--- config.mk ---
export PLATFORM = sky130hd
export DESIGN_NAME = apdu_parser
export DESIGN_NICKNAME = d
export VERILOG_FILES = /design/src/verilog/apdu_parser_pkg.sv /design/src/verilog/apdu_parser.sv /design/src/verilog/family_filter.sv
export SDC_FILE = /design/constraint.sdc
export NUM_CORES = 1
export LEC_CHECK = 0
export ABC_AREA = 1
export BUFFER_PORTS_ARGS = -buffer_cell sky130_fd_sc_hd__buf_4
export CORE_MARGIN = 2
export CORE_UTILIZATION = 35
export DETAILED_ROUTE_END_ITERATION = 8
export MAX_ROUTING_LAYER = met4
export PLACE_DENSITY = 0.67
export SLEW_MARGIN = 20
export SYNTH_ARGS = -nofsm -noshare
export SYNTH_HDL_FRONTEND = slang
export SYNTH_SLANG_ARGS = --single-unit
--- constraint.sdc ---
create_clock -name clk_i -period 11.33 [get_ports clk_i]
set_input_delay 0.5665 -clock clk_i [delete_from_list [all_inputs] [get_ports clk_i]]
set_output_delay 0.5665 -clock clk_i [all_outputs]
set_load 0.05 [all_outputs]
--- src/verilog/apdu_parser_pkg.sv ---
// Functional notes
// RULE_01: APDUs travel only inside block information field
// RULE_02: Reader sends header, optional length and data
// RULE_03: Reader appends expected length when wanting data
// RULE_04: Nonzero class byte answers 0x6E 0x00
// RULE_05: Response is data then two status bytes
// RULE_06: Request family zero always draws a response
// RULE_07: Upper-nibble-only request matches stored upper nibble
// RULE_08: Lower-nibble-only request matches stored lower nibble
// RULE_09: Other request values need full byte match
// RULE_10: Card identifier is low four memory bytes
// RULE_11: Waiting-time integer limited to 0 through 14
// RULE_12: Waiting-time integer in upper nibble, rest zero
// RULE_13: File selection answers normal end, nothing else
// RULE_14: Read and write address from parameter bytes
// RULE_15: First parameter top bit set is an error
// RULE_16: Parameter errors answer 0x6A 0x86
// RULE_17: Mode zero direct access, 100b tunnel access
// RULE_18: Reserved mode values flagged as error
// RULE_19: Low parameter bits form byte start address
package apdu_parser_pkg;
    // ------------------------------------------------------------
    // Byte positions inside the information field
    // ------------------------------------------------------------
    localparam logic [3:0] POS_CLASS = 4'h0;
    localparam logic [3:0] POS_INSTR = 4'h1;
    localparam logic [3:0] POS_PARAM1 = 4'h2;
    localparam logic [3:0] POS_PARAM2 = 4'h3;
    localparam logic [3:0] POS_LEN = 4'h4;
    // ------------------------------------------------------------
    // Instruction codes and accepted class byte
    // ------------------------------------------------------------
    localparam logic [7:0] INS_SELECT = 8'ha4;
    localparam logic [7:0] INS_READ = 8'hb0;
    localparam logic [7:0] INS_WRITE = 8'hd6;
    localparam logic [7:0] CLASS_OK = 8'h00;
    // ------------------------------------------------------------
    // Status words
    // ------------------------------------------------------------
    localparam logic [15:0] SW_NORMAL = 16'h9000;
    localparam logic [15:0] SW_LENGTH = 16'h6700;
    localparam logic [15:0] SW_PARAM = 16'h6a86;
    localparam logic [15:0] SW_INSTR = 16'h6d00;
    localparam logic [15:0] SW_CLASS = 16'h6e00;
    // ------------------------------------------------------------
    // Parameter byte fields
    // ------------------------------------------------------------
    localparam int P1_TOP_BIT = 7;
    localparam int MODE_HI = 6;
    localparam int MODE_LO = 4;
    localparam logic [2:0] MODE_DIRECT = 3'h0;
    localparam logic [2:0] MODE_TUNNEL = 3'h4;
    localparam logic [3:0] FWI_MAX = 4'he;
    localparam logic [3:0] NIBBLE_ZERO = 4'h0;
    // ------------------------------------------------------------
    // Parser states
    // ------------------------------------------------------------
    typedef enum logic [2:0] {
        ST_IDLE = 3'b000,
        ST_HEAD = 3'b001,
        ST_BODY = 3'b011,
        ST_EVAL = 3'b010,
        ST_DATA = 3'b110,
        ST_SW1  = 3'b111,
        ST_SW2  = 3'b101
    } parse_state_t;
endpackage : apdu_parser_pkg

--- src/verilog/apdu_parser.sv ---
`timescale 1ns/1ns
// ------------------------------------------------------------
// Command APDU interpreter, byte stream in and out
// ------------------------------------------------------------
module apdu_parser #(
    parameter int ADDR_W = 15,     // Byte address width from parameter bytes
    parameter int MEM_BYTES = 8192 // Size of addressable memory
) (
    input  wire logic        clk_i,           // System clock
    input  wire logic        rst_i,           // Asynchronous reset, high
    // Information field byte stream from block layer
    input  wire logic        inf_valid_i,     // Byte valid
    input  wire logic [7:0]  inf_byte_i,      // Byte value
    input  wire logic        inf_last_i,      // Last byte of field
    // Response byte stream to block layer
    output logic             rsp_valid_o,     // Response byte valid
    output logic [7:0]       rsp_byte_o,      // Response byte
    output logic             rsp_last_o,      // Last response byte
    input  wire logic        rsp_ready_i,     // Block layer takes byte
    // Data returned by memory or tunnel for reads
    input  wire logic        rd_valid_i,      // Read byte valid
    input  wire logic [7:0]  rd_byte_i,       // Read byte
    // Decoded access towards memory / tunnel
    output logic             access_o,        // One-cycle access start pulse
    output logic             access_write_o,  // Access is a write
    output logic             access_tunnel_o, // Encrypted tunnel access
    output logic [ADDR_W-1:0] access_addr_o,  // Start byte address
    output logic [7:0]       access_len_o,    // Byte count
    output logic             wr_valid_o,      // Write data byte valid
    output logic [7:0]       wr_byte_o,       // Write data byte
    // Request filter and identity
    input  wire logic        req_valid_i,     // Request command seen
    input  wire logic [7:0]  req_afi_i,       // Request family identifier
    input  wire logic [7:0]  stored_afi_i,    // Configured family identifier
    output logic             req_respond_o,   // Pulse: answer request
    input  wire logic [63:0] identification_memory_area_i, // Stored ID bytes
    output logic [31:0]      pupi_o,          // Pseudo-unique identifier
    input  wire logic [3:0]  fwi_cfg_i,       // Configured waiting integer
    output logic [7:0]       fwi_param_o      // Advertised parameter byte
);
    initial begin
        if (ADDR_W != 15 || MEM_BYTES < 1 || MEM_BYTES > (1 << ADDR_W))
            $error("apdu_parser: unsupported parameters");
    end

    // ------------------------------------------------------------
    // Header capture
    // ------------------------------------------------------------
    apdu_parser_pkg::parse_state_t state;   // Parser state
    logic [3:0]  pos;          // Byte position in field
    logic [7:0]  cla;          // Class byte
    logic [7:0]  ins;          // Instruction byte
    logic [7:0]  p1;           // First parameter byte
    logic [7:0]  p2;           // Second parameter byte
    logic [7:0]  len;          // Length or expected-length byte
    logic        len_seen;     // A length byte arrived
    logic        extra;        // Bytes after length (data present)
    logic [7:0]  data_cnt;     // Data bytes seen
    logic [15:0] sw;           // Status to send
    logic [7:0]  rsp_cnt;      // Response data bytes left
    logic        respond_q;    // Registered filter result

    // Decode of the captured header, all combinational
    wire logic [2:0] mode = p1[apdu_parser_pkg::MODE_HI:apdu_parser_pkg::MODE_LO]; // RULE_17
    wire logic top_set = p1[apdu_parser_pkg::P1_TOP_BIT];                       // RULE_15
    wire logic mode_bad = (mode != apdu_parser_pkg::MODE_DIRECT) &&
                          (mode != apdu_parser_pkg::MODE_TUNNEL);                 // RULE_18
    wire logic [ADDR_W-1:0] start_addr = {p1[3:0], p2, 3'h0} >> 3;              // RULE_19
    wire logic [ADDR_W:0] end_addr = {1'b0, start_addr} + {{(ADDR_W-7){1'b0}}, len};
    wire logic addr_bad = (mode == apdu_parser_pkg::MODE_DIRECT) &&
                          ({1'b0, end_addr} > (ADDR_W+2)'(MEM_BYTES));
    wire logic is_rd = (ins == apdu_parser_pkg::INS_READ);
    wire logic is_wr = (ins == apdu_parser_pkg::INS_WRITE);
    wire logic is_sel = (ins == apdu_parser_pkg::INS_SELECT);
    wire logic param_bad = top_set || mode_bad || addr_bad;                     // RULE_16
    wire logic len_bad = (is_wr && (!len_seen || !extra || data_cnt != len)) ||
                         (is_rd && (!len_seen || extra));
    // Status priority: class, instruction, parameters, lengths
    wire logic [15:0] eval_sw =
        (cla != apdu_parser_pkg::CLASS_OK) ? apdu_parser_pkg::SW_CLASS :        // RULE_04
        (is_sel)                           ? apdu_parser_pkg::SW_NORMAL :       // RULE_13
        (!(is_rd || is_wr))                ? apdu_parser_pkg::SW_INSTR :
        (param_bad)                        ? apdu_parser_pkg::SW_PARAM :        // RULE_16
        (len_bad)                          ? apdu_parser_pkg::SW_LENGTH :
                                             apdu_parser_pkg::SW_NORMAL;
    wire logic eval_ok = (eval_sw == apdu_parser_pkg::SW_NORMAL) && !is_sel;
    wire logic in_data = (pos > apdu_parser_pkg::POS_LEN) || (state == apdu_parser_pkg::ST_BODY &&
                          pos == apdu_parser_pkg::POS_LEN && len_seen);
    wire logic take = rsp_valid_o && rsp_ready_i;

    wire logic filter_hit;     // Family filter result
    family_filter u_filter (
        .request_afi_i (req_afi_i),
        .stored_afi_i  (stored_afi_i),
        .respond_o     (filter_hit)
    );

    // ------------------------------------------------------------
    // Identity and waiting-time parameter byte
    // ------------------------------------------------------------
    // Registered so every output comes from a flip-flop
    always_ff @(posedge clk_i or posedge rst_i) begin
        if (rst_i) begin
            pupi_o        <= 32'h0;
            fwi_param_o   <= 8'h0;
            req_respond_o <= 1'b0;
            respond_q     <= 1'b0;
        end else begin
            pupi_o        <= identification_memory_area_i[31:0];            // RULE_10
            // Clamp out-of-range integers to the largest legal one
            fwi_param_o   <= {(fwi_cfg_i > apdu_parser_pkg::FWI_MAX) ?
                              apdu_parser_pkg::FWI_MAX : fwi_cfg_i, 4'h0};  // RULE_11 RULE_12
            req_respond_o <= req_valid_i && filter_hit;
            respond_q     <= filter_hit;
        end
    end

    // ------------------------------------------------------------
    // Command field walk and response sequencing
    // ------------------------------------------------------------
    // Bytes arrive only inside the information field
    always_ff @(posedge clk_i or posedge rst_i) begin                      // RULE_01
        if (rst_i) begin
            state <= apdu_parser_pkg::ST_IDLE;
            pos <= 4'h0;
            cla <= 8'h0;
            ins <= 8'h0;
            p1 <= 8'h0;
            p2 <= 8'h0;
            len <= 8'h0;
            len_seen <= 1'b0;
            extra <= 1'b0;
            data_cnt <= 8'h0;
            sw <= 16'h0;
            rsp_cnt <= 8'h0;
            rsp_valid_o <= 1'b0;
            rsp_byte_o <= 8'h0;
            rsp_last_o <= 1'b0;
            access_o <= 1'b0;
            access_write_o <= 1'b0;
            access_tunnel_o <= 1'b0;
            access_addr_o <= '0;
            access_len_o <= 8'h0;
            wr_valid_o <= 1'b0;
            wr_byte_o <= 8'h0;
        end else begin
            access_o <= 1'b0;
            wr_valid_o <= 1'b0;
            unique case (state)
                apdu_parser_pkg::ST_IDLE,
                apdu_parser_pkg::ST_HEAD,
                apdu_parser_pkg::ST_BODY: begin
                    if (inf_valid_i) begin
                        // Header bytes in fixed order, then length
                        unique case (pos)
                            apdu_parser_pkg::POS_CLASS:  cla <= inf_byte_i;   // RULE_02
                            apdu_parser_pkg::POS_INSTR:  ins <= inf_byte_i;
                            apdu_parser_pkg::POS_PARAM1: p1 <= inf_byte_i;
                            apdu_parser_pkg::POS_PARAM2: p2 <= inf_byte_i;
                            apdu_parser_pkg::POS_LEN: begin
                                len <= inf_byte_i;                           // RULE_03
                                len_seen <= 1'b1;
                            end
                            default: begin
                                extra <= 1'b1;
                                data_cnt <= data_cnt + 8'h1;
                            end
                        endcase
                        if (pos != 4'hf)
                            pos <= pos + 4'h1;
                        state <= inf_last_i ? apdu_parser_pkg::ST_EVAL :
                                 (pos < apdu_parser_pkg::POS_PARAM2) ?
                                 apdu_parser_pkg::ST_HEAD : apdu_parser_pkg::ST_BODY;
                    end
                end
                apdu_parser_pkg::ST_EVAL: begin
                    // Write data was forwarded as it arrived, before the check; this design holds
                    // no data buffer, so data bytes are counted and forwarded only
                    sw <= eval_sw;
                    access_o <= eval_ok;
                    access_write_o <= is_wr;
                    access_tunnel_o <= (mode == apdu_parser_pkg::MODE_TUNNEL);
                    access_addr_o <= start_addr;                            // RULE_14
                    access_len_o <= len;
                    rsp_cnt <= (eval_ok && is_rd) ? len : 8'h0;
                    state <= (eval_ok && is_rd && len != 8'h0) ?
                             apdu_parser_pkg::ST_DATA : apdu_parser_pkg::ST_SW1;
                    rsp_valid_o <= !(eval_ok && is_rd && len != 8'h0);
                    rsp_byte_o <= eval_sw[15:8];
                    rsp_last_o <= 1'b0;
                end
                apdu_parser_pkg::ST_DATA: begin
                    // Response data first, status words after
                    if (take) begin
                        rsp_valid_o <= 1'b0;
                        rsp_cnt <= rsp_cnt - 8'h1;
                        if (rsp_cnt == 8'h1) begin
                            state <= apdu_parser_pkg::ST_SW1;                 // RULE_05
                            rsp_valid_o <= 1'b1;
                            rsp_byte_o <= sw[15:8];
                        end
                    end else if (rd_valid_i && !rsp_valid_o) begin
                        rsp_valid_o <= 1'b1;
                        rsp_byte_o <= rd_byte_i;
                    end
                end
                apdu_parser_pkg::ST_SW1: begin
                    if (take) begin
                        rsp_byte_o <= sw[7:0];                               // RULE_05
                        rsp_last_o <= 1'b1;
                        state <= apdu_parser_pkg::ST_SW2;
                    end
                end
                apdu_parser_pkg::ST_SW2: begin
                    if (take) begin
                        rsp_valid_o <= 1'b0;
                        rsp_last_o <= 1'b0;
                        pos <= 4'h0;
                        len <= 8'h0;
                        len_seen <= 1'b0;
                        extra <= 1'b0;
                        data_cnt <= 8'h0;
                        state <= apdu_parser_pkg::ST_IDLE;
                    end
                end
                default: state <= apdu_parser_pkg::ST_IDLE;
            endcase
            // Forward write payload bytes as they arrive
            if (inf_valid_i && in_data && pos > apdu_parser_pkg::POS_LEN) begin
                wr_valid_o <= 1'b1;
                wr_byte_o <= inf_byte_i;
            end
        end
    end
endmodule : apdu_parser

--- src/verilog/family_filter.sv ---
`timescale 1ns/1ns
// ------------------------------------------------------------
// Family identifier match for request commands
// ------------------------------------------------------------
module family_filter (
    input  wire logic [7:0] request_afi_i,  // Identifier carried by request
    input  wire logic [7:0] stored_afi_i,   // Configured identifier
    output logic            respond_o       // Device should answer
);
    wire logic up_zero = (request_afi_i[7:4] == apdu_parser_pkg::NIBBLE_ZERO);
    wire logic lo_zero = (request_afi_i[3:0] == apdu_parser_pkg::NIBBLE_ZERO);
    wire logic up_eq   = (request_afi_i[7:4] == stored_afi_i[7:4]);
    wire logic lo_eq   = (request_afi_i[3:0] == stored_afi_i[3:0]);
    // Priority: wildcard, then nibble forms, then full compare
    assign respond_o = (up_zero && lo_zero) ? 1'b1 :        // RULE_06
                       (lo_zero)            ? up_eq :       // RULE_07
                       (up_zero)            ? lo_eq :       // RULE_08
                       (request_afi_i == stored_afi_i);     // RULE_09
endmodule : family_filter

After elaboration in Yosys (flattened, before gate mapping):

Cells that the tools add are included.

* bits in writable memories: 0
* register bits: 160
* output and inout port bits: 86
* memory bits (read-only): 0
* latch bits: 0
* word-level logic and storage cells: 172
* memories kept: 0
* input bits: 107

* multiply operators: 0
* equal/unequal tests: 32
* add/subtract/negate cells: 4
* reductions and logical operators: 55
* divide/modulo/power cells: 0
* shifts and indexed selects: 0
* muxes and demuxes: 52
* order comparisons: 4
* bitwise operators: 0

Operators by type and width (count)
* 8-bit two-way mux: 11
* 16-bit two-way mux: 5
* 8-bit case mux with 2 select lines: 3
* 8-bit == test, second input constant: 3
* 8-bit case mux with 3 select lines: 1
* 3-bit AND reduction: 6
* 16-bit == test, second input constant: 1
* 4-bit two-way mux: 4
* 2-bit != test, second input constant: 8
* 4-bit AND reduction: 4
* 8-bit nonzero test: 2
* 1-bit logical AND: 15
* 1-bit two-way mux: 15
* 3-bit two-way mux: 5
* 3-bit case mux with 5 select lines: 1
* 13-bit by 14-bit greater-than comparator with 1-bit output, second input constant: 1
* 12-bit by 8-bit adder with 13-bit output: 1
* 3-bit == test, second input constant: 4
* 4-bit zero test: 3
* 3-bit nonzero test: 4
* 3-bit != test, second input constant: 3
* 8-bit by 1-bit adder with 8-bit output, second input constant: 1
* 4-bit by 2-bit == test with 1-bit output, second input constant: 2
* 4-bit == test: 2
* 25 further kinds: 42

Longest topological paths before layout:

* word-level depth: 16
* depth in mapped cells: 16
* mapped depth without buffers: 16

Hierarchy:

Synthesis repeated with hierarchy kept, for this count alone.

* cells, all modules: 747
* area, all modules: 6723.9 µm²

Modules (own cells, without submodules)
* apdu_parser: instances 1, cells an instance 695, seq. area each 3778.6 µm², area each 6523.8 µm²
* family_filter: instances 1, cells an instance 52, seq. area each 0.0 µm², area each 200.2 µm²

Least setup slack after synthesis:

OpenSTA, ideal clock, no wires.

* kind: register -> register
* from: register rsp_valid_o
* to: register len[0]
* period minus slack after synthesis: 1.806 ns
* slack: 9.524 ns
* arrival: 1.675 ns
* library setup time: 0.131 ns
* buffers on the path: 0
* cell stages (with the launch flop): 8
* data required time: 11.199 ns
* path through: dfrtp_1 -> nand2_1 -> inv_1 -> nand3_1 -> nor2_1 -> inv_1 -> nand2_1 -> o22ai_1

* word-level cells in the longest chain between the ends: 3

RTL lines
* start: declaration: line apdu_parser.sv:16 `output logic rsp_valid_o,`
* start signal: assignment: line apdu_parser.sv:188 `rsp_valid_o <= !(eval_ok && is_rd && len != 8'h0);`
* 1-bit logical AND: line apdu_parser.sv:89 `wire logic take = rsp_valid_o && rsp_ready_i;`
* 2-bit != test (no source line)
* 4-bit AND reduction (no source line)
* end signal: assignment: line apdu_parser.sv:161 `len <= inf_byte_i;`
* end: declaration: line apdu_parser.sv:55 `logic [7:0] len;`

No other way between the ends.
A chain may end at the register's enable or synchronous reset.

Final worst setup path:

* from: register state[2]
* to: register rsp_cnt[1]

* word-level cells in the longest chain between the ends: 3
* elaborated cells on any way between the ends: 6
* those cells by class: eq/ne: 3; mux: 1; reduce/logical: 2

RTL lines
* start: declaration: line apdu_parser.sv:49 `apdu_parser_pkg::parse_state_t state;`
* start signal: assignment: line apdu_parser.sv:124 `state <= apdu_parser_pkg::ST_IDLE;`
* start signal: assignment: line apdu_parser.sv:171 `state <= inf_last_i ? apdu_parser_pkg::ST_EVAL :`
* start signal: assignment: line apdu_parser.sv:186 `state <= (eval_ok && is_rd && len != 8'h0) ?`
* 3-bit == test or 3-bit by 2-bit == test with 1-bit output (tied branches): line apdu_parser.sv:149 `unique case (state)`
* 2-bit != test (no source line) or 2-bit nonzero test (tied branches)
* 2-bit AND reduction (no source line)
* end signal: assignment: line apdu_parser.sv:185 `rsp_cnt <= (eval_ok && is_rd) ? len : 8'h0;`
* end signal: assignment: line apdu_parser.sv:196 `rsp_cnt <= rsp_cnt - 8'h1;`
* end: declaration: line apdu_parser.sv:60 `logic [7:0] rsp_cnt;`

Several ways; a longest one is shown, not always the timed one.

==> reports/qor.yml <==
status: "finished clean"
via_count: 5290
fp.dieH_um: 141
start_kind: "register"
crit_path_end_kind: "register"
whs_endpoint: "pupi_o[26]$_DFF_PP0_"
skew_ns: 0.00902
cts-root-buf: "clkbuf_16"
netlist_instances: 724
finalWorstSetupSlack_ns: 8.99
min_path_type: "input pin to register"
cp.required_ns: 11.64
area_delta_synth_final_pct: 30.0
cts.sinks: 151
num_rows: 49
r2r_end: "rsp_cnt[1]$_DFFE_PP0P_"
wl_per_cell_um: 13.7
start_util_pct: 36.0
power_frac_comb_pct: 39.6
io_pins: 193
synth-edff-count: 0
min_path_cells: 1
h-tree-depth: 4
crit_path_start: "state[2]$_DFFE_PP0P_"
max-clock-path-buffers: 2
clock_insertion_delay_worst_skew_ns: 0.42
yosysUniqueCellTypes: 40
fin_setup_tns_ns: 0
power_frac_clock_pct: 24.7
rsz0062_at_grt: "false"
hold_path_startpoint: "identification_memory_area_i[26]"
drtPass1Iterations: 5
yosysSeqAreaShare_pct: 57.8
pwr-share-seq_pct: 35.7
r2r_setup_slack_ns: 8.99
ys.flop_type: "dfrtp_1"
core_mm2: 0.0181
globalplace.congestion: 0.901
synth_area_mm2: 0.00654
grt_pass1_vias: 5083
cts_tree: "yes"
post-cts-setup-buffers: 0
drt_iter0_markers: 281
cts_buffers: 17
die_x_um: 141
antenna_found_initial: 0
wl_mm: 15.4
p_int_w: 0.00136
leakagePower_nw: 4.16
synth_area_per_cell_um2: 9.03
synth-seq-cells: 151
worstPathMaxFanout: 15
cts-resized-gates: 0
overflow: 0
via_per_inst: 4.71
critical_path_class: "register to register"
place_hpwl_mm: 11.2
slew_violations: 0
hold_violations: 0
setup_viol: 0
clk_pin_slew_ns: 0.06
num_antenna_cells: 0
port_buffers: 153
postCtsHoldBufs: 0
drc: 0
gr-usage-all-layers_pct: 16.5
p_switching_w: 0.000986
p_per_area_mw_per_mm2: 276
post-route-period-util_pct: 20.6
place_ws_ns: 9.02
grt_max_degree: 94
slew_headroom_pct: 46.3
die-area_mm2: 0.0198
final_layout_size_suffix_gt1_share_pct: 24.5
synthArstFlopShare_pct: 100
tightest_slew_ns: 0.806
fin_nets: 995
ys_warn_count: 0
drtAntennaViolNets: 0
vdd_drop_max_mv: 0.143
crit_arrival_ns: 2.65
grt_pass1_wl_mm: 25.3
cap_violations: 0
reg2reg_from: "state[2]$_DFFE_PP0P_"
min_period_ns: 2.34
p_sw_share_pct: 41.9
reg2reg_depth: 9
fmax_mhz: 428
==> critical path: stages, from the launching register on <==
cell	delay (ns)
dfrtp_1	0.44
nand2_2	0.17
nor2_2	0.48
inv_2	0.22
nor2_2	0.31
nor2_1	0.11
inv_2	0.22
o21ai_0	0.14
inv_1	0.07
a21oi_1	0.06
==> stage by stage <==
step	hold WS [ns]	total power [W]	utilization [%]	instances	instance area, um2
floorplan	0.449	0.00151	-	730	6560
global placement	0.467	0.00176	43.5	1091	7890
detailed placement	0.473	0.00178	43.5	1091	7890
CTS	0.225	0.00237	46.8	1123	8500
global route	0.222	0.00251	46.8	1123	8500
finish	0.247	0.00235	46.8	1123	8500
==> cell usage after synthesis (7+ instances only) <==
cell	count	share of area, %
nor2_2	8	0.77
nand2_1	155	8.9
clkbuf_1	9	0.52
ha_1	7	1.3
nor2_1	52	3.0
nand3_1	20	1.5
nand4_1	12	1.1
o21ai_0	82	6.3
xor2_1	8	1.1
inv_1	97	5.6
o22ai_1	13	1.2
inv_2	9	0.52
nor3_1	11	0.84
a21oi_1	26	2.0
dfrtp_1	151	58
buf_4	8	0.92
==> power groups by stage <==
stage,Clock (W),Sequential (W),Combinational [W]
finish,0.000581,0.000839,0.000930
global placement,0,0.000843,0.000917
CTS,0.000593,0.000839,0.000935
detailed placement,0,0.000847,0.000931
global route,0.000618,0.000864,0.00103
floorplan,0,0.00107,0.000440
==> sequential cells by signal (all words and copies together) (netlist names), 3 cells and up <==
signal / cells
pupi_o: 32
access_addr_o: 12
access_len_o: 8
cla: 8
data_cnt: 8
ins: 8
len: 8
p1: 8
p2: 8
rsp_byte_o: 8
rsp_cnt: 8
wr_byte_o: 8
sw: 7
fwi_param_o: 4
pos: 4
state: 3
==> layout by cell type, fill, tap and decap left out, types with 5 or more instances in the layout <==
master	synthesis	final
nand2_1	155	155
buf_4	8	155
dfrtp_1	151	151
inv_1	97	96
o21ai_0	82	82
nor2_1	52	52
a21oi_1	26	26
nand3_1	20	20
clkbuf_16	0	17
o22ai_1	13	13
nand4_1	12	12
nor3_1	11	11
inv_2	9	9
nor2_2	8	8
xor2_1	8	8
ha_1	7	7
conb_1	1	7
nand2_2	6	6
nor4_1	6	6
a31oi_1	5	5
xnor2_1	5	5
==> layer usage <==
metal / share of wire [%] / global-route usage, % / vias up
met5: 0 / - / -
li1: - / - / 2637
met2: 46 / 25.4 / 176
met1: 46 / 21.5 / 2457
met4: 1.7 / 5.26 / 0
met3: 6.6 / 4.31 / 20
==> how the worst max path moves through the flow <==
stage	cells after the start	endpoint
finish	9	rsp_cnt[1]$_DFFE_PP0P_
CTS	9	rsp_cnt[1]$_DFFE_PP0P_
detailed placement	9	rsp_cnt[1]$_DFFE_PP0P_
global placement	9	rsp_cnt[1]$_DFFE_PP0P_
global route	9	rsp_cnt[1]$_DFFE_PP0P_
floorplan	1	access_addr_o[0]$_DFFE_PP0P_
==> cell families (layout without fill, tap and decap cells) <==
kind of cell,count (synthesis),in the layout,share of synthesized area [%]
AOI/OAI and AO/OA,144,144,12.2
xor gates and xnor gates,13,13,1.74
buffers and inverters,129,293,7.98
and+or+nand+nor,279,279,18.9
DFF,151,151,57.8
adders and majority gates,7,7,1.34
other,1,7,0.0573
==> layout make-up <==
| class | count | area [um2] |
|---|---|---|
| tap | 229 | 287 |
| clock buffer | 21 | 460 |
| timing repair buffer | 155 | 1160 |
| sequential | 151 | 3780 |
| inverter | 106 | 403 |
| fill | 1748 | 9650 |
| multi-input combinational | 450 | 2260 |
| clock inverter | 11 | 146 |
No activity file was read; power rests on OpenSTA's default activity.
